<file path="src/dss_pkg.sv">
// Constants, types and helpers shared by the chip spreader files
package dss_pkg;

    // ==========================================================
    // Sequence generators
    localparam int          LFSR_LEN    = 25;
    localparam logic [24:0] TAPS_FIRST  = 25'h0000009;  // x^25+x^3+1
    localparam logic [24:0] TAPS_SECOND = 25'h000000F;  // x^25+x^3+x^2+x+1
    localparam logic [24:0] FIRST_INIT  = 25'h0000001;

    // ==========================================================
    // Register map (byte addresses)
    localparam int          ADDR_W      = 12;
    localparam logic [11:0] ADDR_CTRL   = 12'h000;
    localparam logic [11:0] ADDR_GINIT  = 12'h004;
    localparam logic [11:0] ADDR_OVSF   = 12'h008;
    localparam logic [11:0] ADDR_STATUS = 12'h00C;

    // Control fields
    localparam int CTRL_EN      = 0;
    localparam int CTRL_OQPSK   = 1;
    localparam int CTRL_RESTART = 2;
    localparam int CTRL_SF_LSB  = 4;
    localparam int SF_LOG_W     = 3;
    localparam int IDX_W        = 7;

    // Status fields
    localparam int STAT_BUSY      = 0;
    localparam int STAT_PARITY    = 1;
    localparam int STAT_LEVEL_LSB = 8;

    // Reset values
    localparam logic [2:0]  SF_LOG_RST = 3'h3;
    localparam logic [24:0] GINIT_RST  = 25'h0000001;
    localparam logic [6:0]  OVSF_RST   = 7'h00;

    // ==========================================================
    // Sequencer states
    typedef enum logic {
        DSS_IDLE = 1'b0,
        DSS_RUN  = 1'b1
    } dss_state_t;

    // Product of two +1/-1 values coded as 1/0
    function automatic logic dss_mul(input logic a, input logic b);
        return ~(a ^ b);
    endfunction : dss_mul

    // Chip k of the recursively built orthogonal code
    function automatic logic dss_ovsf(input logic [6:0] k, input logic [6:0] sel);
        return ~(^(k & sel));
    endfunction : dss_ovsf

endpackage : dss_pkg

</file>
<file path="src/dss_fifo.sv">
// Small synchronous FIFO with valid/ready on both sides
`timescale 1ns/1ps
module dss_fifo #(
    parameter int WIDTH = 1,
    parameter int DEPTH = 8
) (
    input  wire logic             clk,
    input  wire logic             reset_n,
    input  wire logic             ce,
    input  wire logic             in_valid,
    output logic                  in_ready,
    input  wire logic [WIDTH-1:0] in_data,
    output logic                  out_valid,
    input  wire logic             out_ready,
    output logic      [WIDTH-1:0] out_data,
    output logic      [3:0]       level
);
    localparam int AW = $clog2(DEPTH);

    logic [WIDTH-1:0] mem [DEPTH];
    logic [AW-1:0]    wr_ptr;
    logic [AW-1:0]    rd_ptr;
    logic             push;
    logic             pop;
    logic [3:0]       next_level;

    // ==========================================================
    // Handshake decode
    assign push       = ce && in_valid && in_ready;
    assign pop        = ce && out_valid && out_ready;
    assign out_valid  = level != 4'h0;
    assign out_data   = mem[rd_ptr];
    assign next_level = level + {3'h0, push} - {3'h0, pop};

    // Storage needs no reset
    always_ff @(posedge clk) begin
        if (push) begin
            mem[wr_ptr] <= in_data;
        end
    end

    // Pointers, level and a registered ready
    always_ff @(posedge clk or negedge reset_n) begin
        if (!reset_n) begin
            wr_ptr   <= '0;
            rd_ptr   <= '0;
            level    <= 4'h0;
            in_ready <= 1'b1;
        end else if (ce) begin
            if (push) wr_ptr <= wr_ptr + 1'b1;
            if (pop) rd_ptr <= rd_ptr + 1'b1;
            level    <= next_level;
            in_ready <= next_level != 4'(DEPTH);
        end
    end
endmodule : dss_fifo

</file>
<file path="src/dss_msequence.sv">
// One Fibonacci maximum-length sequence generator
`timescale 1ns/1ps
module dss_msequence
    import dss_pkg::*;
#(
    parameter logic [24:0] TAPS = TAPS_FIRST
) (
    input  wire logic        clk,
    input  wire logic        reset_n,
    input  wire logic        ce,
    input  wire logic        load,
    input  wire logic [24:0] init,
    input  wire logic        step,
    output logic      [24:0] state,
    output logic             seq_bit
);

    // ==========================================================
    // Shift register, stage 0 is the output
    logic fb;
    assign fb      = ^(state & TAPS);
    assign seq_bit = state[0];

    // Load wins over step so a restart lands cleanly
    always_ff @(posedge clk or negedge reset_n) begin
        if (!reset_n) begin
            state <= FIRST_INIT;  // Nonzero, so a missed restart still runs
        end else if (ce) begin
            if (load) begin
                state <= init;
            end else if (step) begin
                state <= {fb, state[24:1]};
            end
        end
    end
endmodule : dss_msequence

</file>
<file path="src/dss_spreader.sv">
// Direct-sequence chip spreader with gold and orthogonal codes
//
// How it works
// - Bit zero becomes symbol +1, bit one becomes symbol -1.
// - Each symbol is held for exactly spreading_factor chips.
// - Repeated symbol is multiplied chip by chip with the gold code.
// - Any equivalent of repeat-then-multiply is fine; no literal up-sampler.
// - Gold chip is XOR of both generator outputs.
// - Both generators are 25-stage Fibonacci shift registers.
// - Polynomials are x^25+x^3+1 and x^25+x^3+x^2+x+1.
// - First generator loads 0x1, second loads a programmable vector.
// - Gold sequence repeats after 33,554,431 chips.
// - Gold is the primary code; orthogonal code also applied per network.
// - Orthogonal code built from [1], appending copy or negated copy.
// - BPSK: chip one is positive pulse, chip zero negative.
// - Chip zero goes first, chip spreading_factor-1 last, each symbol.
// - O-QPSK even symbol: even chips on I, odd chips on Q.
// - O-QPSK odd symbol: even chips on Q, odd chips on I.
// - Q rail lags I rail by one chip period.
//
// Implementation choices: the APB slave port and the register offsets.
`timescale 1ns/1ps
module dss_spreader
    import dss_pkg::*;
#(
    parameter int FIFO_DEPTH = 8
) (
    input  wire logic        clk,
    input  wire logic        reset_n,
    input  wire logic        ce,
    input  wire logic        psel,
    input  wire logic        penable,
    input  wire logic        pwrite,
    input  wire logic [11:0] paddr,
    input  wire logic [31:0] pwdata,
    output logic      [31:0] prdata,
    output logic             pready,
    output logic             pslverr,
    input  wire logic        bit_valid,
    input  wire logic        bit_data,
    output logic             bit_ready,
    output logic             chip_valid,
    output logic             chip_bpsk,
    output logic             chip_i,
    output logic             chip_q,
    output logic             sym_start
);

    // ==========================================================
    // Register state
    logic                enable;
    logic                oqpsk;
    logic [SF_LOG_W-1:0] sf_log;
    logic [24:0]         gold_init;
    logic [IDX_W-1:0]    ovsf_sel;
    logic                restart;

    // Sequencer state
    dss_state_t       state;
    logic             sym_bit;
    logic [IDX_W-1:0] chip_idx;
    logic             sym_par;
    logic             q_stage;

    // Internal nets
    logic             fifo_valid;
    logic             fifo_data;
    logic [3:0]       fifo_level;
    logic             take;
    logic             last_chip;
    logic [IDX_W-1:0] sf_last;
    logic             gold;
    logic             ovsf;
    logic             chip_now;
    logic             to_i;
    logic             running;
    logic             seq1_bit;
    logic             seq2_bit;
    logic [24:0]      seq1_state;
    logic [24:0]      seq2_state;
    logic             apb_setup;
    logic             apb_write;
    logic [31:0]      next_rdata;
    logic             next_err;

    // ==========================================================
    // APB slave: no wait states, pready raised in the first access cycle
    assign apb_setup = psel && !penable && !pready;
    assign apb_write = psel && penable && pready && pwrite;

    // Read mux and unmapped decode
    always_comb begin
        next_rdata = 32'h0000_0000;
        next_err   = 1'b0;
        unique case (paddr)
            ADDR_CTRL: begin
                next_rdata[CTRL_EN]    = enable;
                next_rdata[CTRL_OQPSK] = oqpsk;
                next_rdata[CTRL_SF_LSB +: SF_LOG_W] = sf_log;
            end
            ADDR_GINIT: begin
                next_rdata[24:0] = gold_init;
            end
            ADDR_OVSF: begin
                next_rdata[IDX_W-1:0] = ovsf_sel;
            end
            ADDR_STATUS: begin
                next_rdata[STAT_BUSY]   = running;
                next_rdata[STAT_PARITY] = sym_par;
                next_rdata[STAT_LEVEL_LSB +: 4] = fifo_level;
            end
            default: begin
                next_err = 1'b1;
            end
        endcase
    end

    // Answer flops
    always_ff @(posedge clk or negedge reset_n) begin
        if (!reset_n) begin
            pready  <= 1'b0;
            prdata  <= 32'h0000_0000;
            pslverr <= 1'b0;
        end else if (ce) begin
            pready  <= apb_setup;
            pslverr <= apb_setup && next_err;
            if (apb_setup && !pwrite) begin
                prdata <= next_rdata;
            end
        end
    end

    // Configuration writes; restart is a self-clearing strobe
    always_ff @(posedge clk or negedge reset_n) begin
        if (!reset_n) begin
            enable    <= 1'b0;
            oqpsk     <= 1'b0;
            sf_log    <= SF_LOG_RST;
            gold_init <= GINIT_RST;
            ovsf_sel  <= OVSF_RST;
            restart   <= 1'b0;
        end else if (ce) begin
            restart <= 1'b0;
            if (apb_write && paddr == ADDR_CTRL) begin
                enable  <= pwdata[CTRL_EN];
                oqpsk   <= pwdata[CTRL_OQPSK];
                sf_log  <= pwdata[CTRL_SF_LSB +: SF_LOG_W];
                restart <= pwdata[CTRL_RESTART];
            end
            if (apb_write && paddr == ADDR_GINIT) begin
                gold_init <= pwdata[24:0];
            end
            if (apb_write && paddr == ADDR_OVSF) begin
                ovsf_sel <= pwdata[IDX_W-1:0];
            end
        end
    end

    // ==========================================================
    // Input buffer between the bit encoder and the sequencer
    dss_fifo #(
        .WIDTH (1),
        .DEPTH (FIFO_DEPTH)
    ) u_fifo (
        .clk       (clk),
        .reset_n   (reset_n),
        .ce        (ce),
        .in_valid  (bit_valid),
        .in_ready  (bit_ready),
        .in_data   (bit_data),
        .out_valid (fifo_valid),
        .out_ready (take),
        .out_data  (fifo_data),
        .level     (fifo_level)
    );

    // ==========================================================
    // Gold code: both generators step once per emitted chip
    dss_msequence #(
        .TAPS (TAPS_FIRST)
    ) u_first_msequence_generator (
        .clk     (clk),
        .reset_n (reset_n),
        .ce      (ce),
        .load    (restart),
        .init    (FIRST_INIT),
        .step    (running),
        .state   (seq1_state),
        .seq_bit (seq1_bit)
    );

    dss_msequence #(
        .TAPS (TAPS_SECOND)
    ) u_second_msequence_generator (
        .clk     (clk),
        .reset_n (reset_n),
        .ce      (ce),
        .load    (restart),
        .init    (gold_init),
        .step    (running),
        .state   (seq2_state),
        .seq_bit (seq2_bit)
    );

    // Both generators are maximal length, so the pair repeats every 2^25-1 chips
    assign gold = seq1_bit ^ seq2_bit;

    // ==========================================================
    // Chip arithmetic, computed in place instead of up-sampling
    assign running   = state == DSS_RUN;
    assign sf_last   = IDX_W'((8'h01 << sf_log) - 8'h01);
    assign last_chip = chip_idx == sf_last;
    assign ovsf      = dss_ovsf(chip_idx, ovsf_sel);
    assign chip_now  = dss_mul(dss_mul(sym_bit, gold), ovsf);
    assign to_i      = !(chip_idx[0] ^ sym_par);

    // A symbol is taken only when idle or during its last chip
    assign take = ce && enable && !restart && fifo_valid && (!running || last_chip);

    // ==========================================================
    // Symbol sequencer; changing the factor mid-symbol ends that symbol when chip_idx next equals the new last index
    always_ff @(posedge clk or negedge reset_n) begin
        if (!reset_n) begin
            state    <= DSS_IDLE;
            sym_bit  <= 1'b1;
            chip_idx <= '0;
            sym_par  <= 1'b0;
        end else if (ce) begin
            if (restart) begin
                state    <= DSS_IDLE;
                chip_idx <= '0;
                sym_par  <= 1'b0;
            end else if (take) begin
                state    <= DSS_RUN;
                sym_bit  <= ~fifo_data;
                chip_idx <= '0;
                if (running) sym_par <= ~sym_par;
            end else if (running) begin
                if (last_chip) begin
                    state    <= DSS_IDLE;
                    chip_idx <= '0;
                    sym_par  <= ~sym_par;
                end else begin
                    chip_idx <= chip_idx + 1'b1;
                end
            end
        end
    end

    // ==========================================================
    // Output rails; Q passes an extra stage for the offset
    always_ff @(posedge clk or negedge reset_n) begin
        if (!reset_n) begin
            chip_valid <= 1'b0;
            chip_bpsk  <= 1'b0;
            chip_i     <= 1'b0;
            chip_q     <= 1'b0;
            q_stage    <= 1'b0;
            sym_start  <= 1'b0;
        end else if (ce) begin
            chip_valid <= running;
            sym_start  <= running && chip_idx == '0;
            if (running) begin
                chip_bpsk <= chip_now;
                if (!oqpsk || to_i) begin
                    chip_i <= chip_now;
                end else begin
                    q_stage <= chip_now;
                end
                chip_q <= q_stage;
            end
        end
    end
endmodule : dss_spreader

</file>
<file path="config.mk">
export PLATFORM = sky130hd
export DESIGN_NAME = dss_spreader
export DESIGN_NICKNAME = d
export VERILOG_FILES = /design/src/dss_pkg.sv /design/src/dss_fifo.sv /design/src/dss_msequence.sv /design/src/dss_spreader.sv
export SDC_FILE = /design/constraint.sdc
export NUM_CORES = 1
export LEC_CHECK = 0
export ABC_AREA = 1
export BUFFER_PORTS_ARGS = -buffer_cell sky130_fd_sc_hd__buf_2
export CORE_ASPECT_RATIO = 0.9
export CORE_UTILIZATION = 52
export CTS_CLUSTER_DIAMETER = 150
export CTS_CLUSTER_SIZE = 25
export DETAILED_ROUTE_END_ITERATION = 12
export PLACE_DENSITY_LB_ADDON = 0.2
export SYNTH_ARGS = -nofsm -noshare
export SYNTH_HDL_FRONTEND = slang
export SYNTH_SLANG_ARGS = --single-unit
</file>
<file path="constraint.sdc">
create_clock -name clk -period 3.11 [get_ports clk]
set_clock_uncertainty 0.05 [all_clocks]
set_input_delay 0.311 -clock clk [delete_from_list [all_inputs] [get_ports clk]]
set_output_delay 0.311 -clock clk [all_outputs]
set_load 0.02 [all_outputs]
</file>
==> results_dict.tcl <==
set metrics [dict create \
    status "finished with violations" \
    violations "setup timing" \
    wl_mm 15.40 \
    finalCritPeriodShare_pct 103.6 \
    postRouteAntennaNets 0 \
    yosysSeqAreaShare_pct 53.00 \
    synthAdderAreaFrac_pct 2.023 \
    wl_per_cell_um 14.12 \
    multiInputGateArea_mm2 0.002765 \
    fin_ws_ns -0.1111 \
    num_antenna_cells 0 \
    clockRootBuffer "clkbuf_16" \
    grt_max_degree 122 \
    slew_viol_final 0 \
    rsz0062_at_grt "yes" \
    h-tree-depth 4 \
    max_freq_ghz 0.3105 \
    netlist.area_leader.share_pct 47.09 \
    ys_ff_latch 150 \
    finalCriticalPeriod_ns 3.221 \
    grt_pass1_vias 5273 \
    cp-end-kind "flip-flop" \
    tns_ns -0.1111 \
    rows 40 \
    holdCritStartpoint "pwdata[20]" \
    syn_avg_cell_area_um2 8.696 \
    powerDensity_mw_per_mm2 676.8 \
    r2r_end "u_fifo.in_ready" \
    finalSetupViolCount 1 \
    cts_buffer_depth 2 \
    synth.most_common_cell "nand2_1" \
    crit_path_max_fanout 3 \
    r2r_cells 18 \
    cts_tree "done" \
    gp_congestion 0.8787 \
    cap_violations 0 \
    layout.area.seq_mm2 0.003802 \
    drive_gt1_share_pct 18.00 \
    ios 92 \
    synth-simple-area-share_pct 17.96 \
    clkTransAtPathRegs_ns 0.06 \
    async_flop_share_pct 94.67 \
    dr.pass1.iters 5 \
    worst-setup-path-type "flip-flop to flip-flop" \
    hold_viol 0 \
    vdd.ir_drop.worst_mv 0.3758 \
    drtIter0Drc 433 \
    max_slew_margin_pct 57.62 \
    cts.sinks 150 \
    buffer_ports.inserted 77 \
    placed_area_mm2 0.007762 \
    crit_required_ns 3.41 \
    grt_antenna_before_repair 0 \
    holdCritPathClass "input port to flip-flop" \
    synth_edf_count 8 \
    grt_overflow 0 \
    routed_via_density 5.100 \
    yosys.cell_types.count 45 \
    synth_flop_cell "dfrtp_1" \
    stdcell_count 1090 \
    vias 5559 \
    core_mm2 0.01341 \
    post-cts-setup-buffer-count 0 \
    drc_errors 0 \
    clk_latency_ns 0.42 \
    syn-cell-area_mm2 0.007174 \
    ys_top_cells_by_area "dfrtp_1 (47%), nand2_1 (11%), inv_1 (6.6%), o21ai_0 (6.2%), edfxtp_1 (3.3%)" \
    synth_top_cell_by_area "dfrtp_1" \
    nets 974 \
    crit_arrival_ns 3.52 \
    grtUsageTotal_pct 23.49 \
    die_x_um 125.8 \
    synth_compound_area_share_pct 11.84 \
    synth_cells 825 \
    fp.dieH_um 113.4 \
    synth_mux_area_share_pct 2.651 \
    dpl.cell_count 1059 \
    area_delta_synth_final_pct 16.81 \
    min_to "gold_init[20]" \
    num-fill-cells 1192 \
    fin_area_mm2 0.008381 \
    synth_warnings 0 \
    reg2reg_from "sf_log[0]" \
    critPathLaunchType "flip-flop" \
    hold_depth 3 \
    synth_commonest_cells "nand2_1 (207), dfrtp_1 (135), inv_1 (126), o21ai_0 (89), nor2_1 (33)" \
    grt_pass1_wl_mm 25.88 \
    p_leak_nw 4.411 \
    synth_top_family_by_area "simple AND/OR/NAND/NOR gates" \
    synthXorXnorAreaFrac_pct 2.686 \
    dp_hpwl_mm 10.42 \
    r2r_slack_ns -0.11 \
    start_util_pct 53.49 \
    cts_inserted_buffers 17 \
    design.die.area_mm2 0.01427 \
    worst_pin_slew_ns 0.6357 \
]
[placed cells by master (no fill, tap or decap), drive strengths merged, types with 2 or more instances in the layout]
master,n
a21oi,13
xnor2,11
buf,97
inv,131
dfrtp,135
nand3,31
dfstp,7
o211ai,3
edfxtp,8
o21ai,102
nor2,37
conb,7
or2,2
ha,10
nand2,212
nand4,10
o22ai,30
nor3,5
mux2i,19
clkbuf,21
clkinv,8
xor2,11
[critical path: stages, from the launching register on]
cell and delay (ns):
dfstp_2 0.56, nand3_2 0.10, ha_4 0.28, inv_2 0.02
nand2_1 0.04, nand2_1 0.05, nor2_2 0.12, nand3_2 0.10
nor2_4 0.13, nand3_4 0.10, a21oi_4 0.21, ha_4 0.23
inv_4 0.05, ha_4 0.13, inv_2 0.03, fa_1 0.49
nand2_2 0.07, o32ai_2 0.28, o21ai_1 0.10
[per-stage QoR]
step                      worst slack, ns  utilization (%)  hold WS (ns)  power, W
final                             -0.1111            62.48       0.03895  0.005672
after global routing              -0.2625            62.48       0.03320  0.006006
after CTS                        -0.04632            62.16       0.02847  0.005646
after detailed placement         -0.08229            57.87        0.1173  0.003730
after global placement           -0.07807            57.87        0.1201  0.003691
after floorplan                   -0.1075                -      -0.03459  0.003395
[power breakdown]
group | switching (W) | internal [W] | leakage (nW)
clock | 0.000759 | 0.00113 | 0.269
sequential | 0.000192 | 0.00235 | 1.94
combinational | 0.000711 | 0.000535 | 2.20
total | 0.00166 | 0.00401 | 4.41
[area by class of cell]
type | count | share of cell area (%)
Sequential cell | 150 | 45.37
Clock inverter | 9 | 0.9555
Multi-Input combinational cell | 512 | 32.99
Inverter | 132 | 5.942
Timing Repair Buffer | 98 | 6.733
Clock buffer | 21 | 5.494
Tap cell | 168 | 2.508
[worst max path at each step]
stage,from,cells past startpoint,slack [ns],end
after detailed placement,sf_log[0],18,-0.08,u_fifo.in_ready
after global placement,sf_log[0],18,-0.08,u_fifo.in_ready
after CTS,sf_log[0],18,-0.05,u_fifo.in_ready
final,sf_log[0],18,-0.11,u_fifo.in_ready
after global routing,sf_log[0],18,-0.26,u_fifo.in_ready
after floorplan,sf_log[1],19,-0.11,u_fifo.in_ready
[metal layers]
metal,track usage [%],vias up,wire [µm]
li1,-,2798,-
met1,33.08,2606,7319
met2,35.96,141,7025
met3,4.925,14,848
met4,9.157,0,202
met5,0,-,0
[sequential cells by signal, indices dropped and copies added, names as in the netlist, 3 cells and up]
| register | flops |
|---|---|
| sf_log | 3 |
| u_fifo.rd_ptr | 3 |
| u_fifo.level | 4 |
| ovsf_sel | 7 |
| prdata | 25 |
| u_fifo.mem | 8 |
| u_first_msequence_generator.state | 25 |
| chip_idx | 7 |
| u_fifo.wr_ptr | 3 |
| gold_init | 25 |
| u_second_msequence_generator.state | 25 |
[timing repair]
action / 4_1_cts / 5_1_grt
hold buffers: 1 / 0
pin swaps: 9 / 11
endpoints found under the setup margin: 2 / 3
resized for setup: 6 / 7
endpoints found under the hold margin: 21 / 0
[kinds of logic (layout without fill, tap and decap cells)]
kind of cell | Yosys count | in the layout
adder cells (fa/ha/maj) | 11 | 11
AO/OA/AOI/OAI | 154 | 154
AND/OR/NAND/NOR | 299 | 299
XOR/XNOR | 22 | 22
multiplexers | 19 | 19
flip-flops | 150 | 150
other | 1 | 7
buffers and inverters | 169 | 260
(Power assumes the default switching activity.)
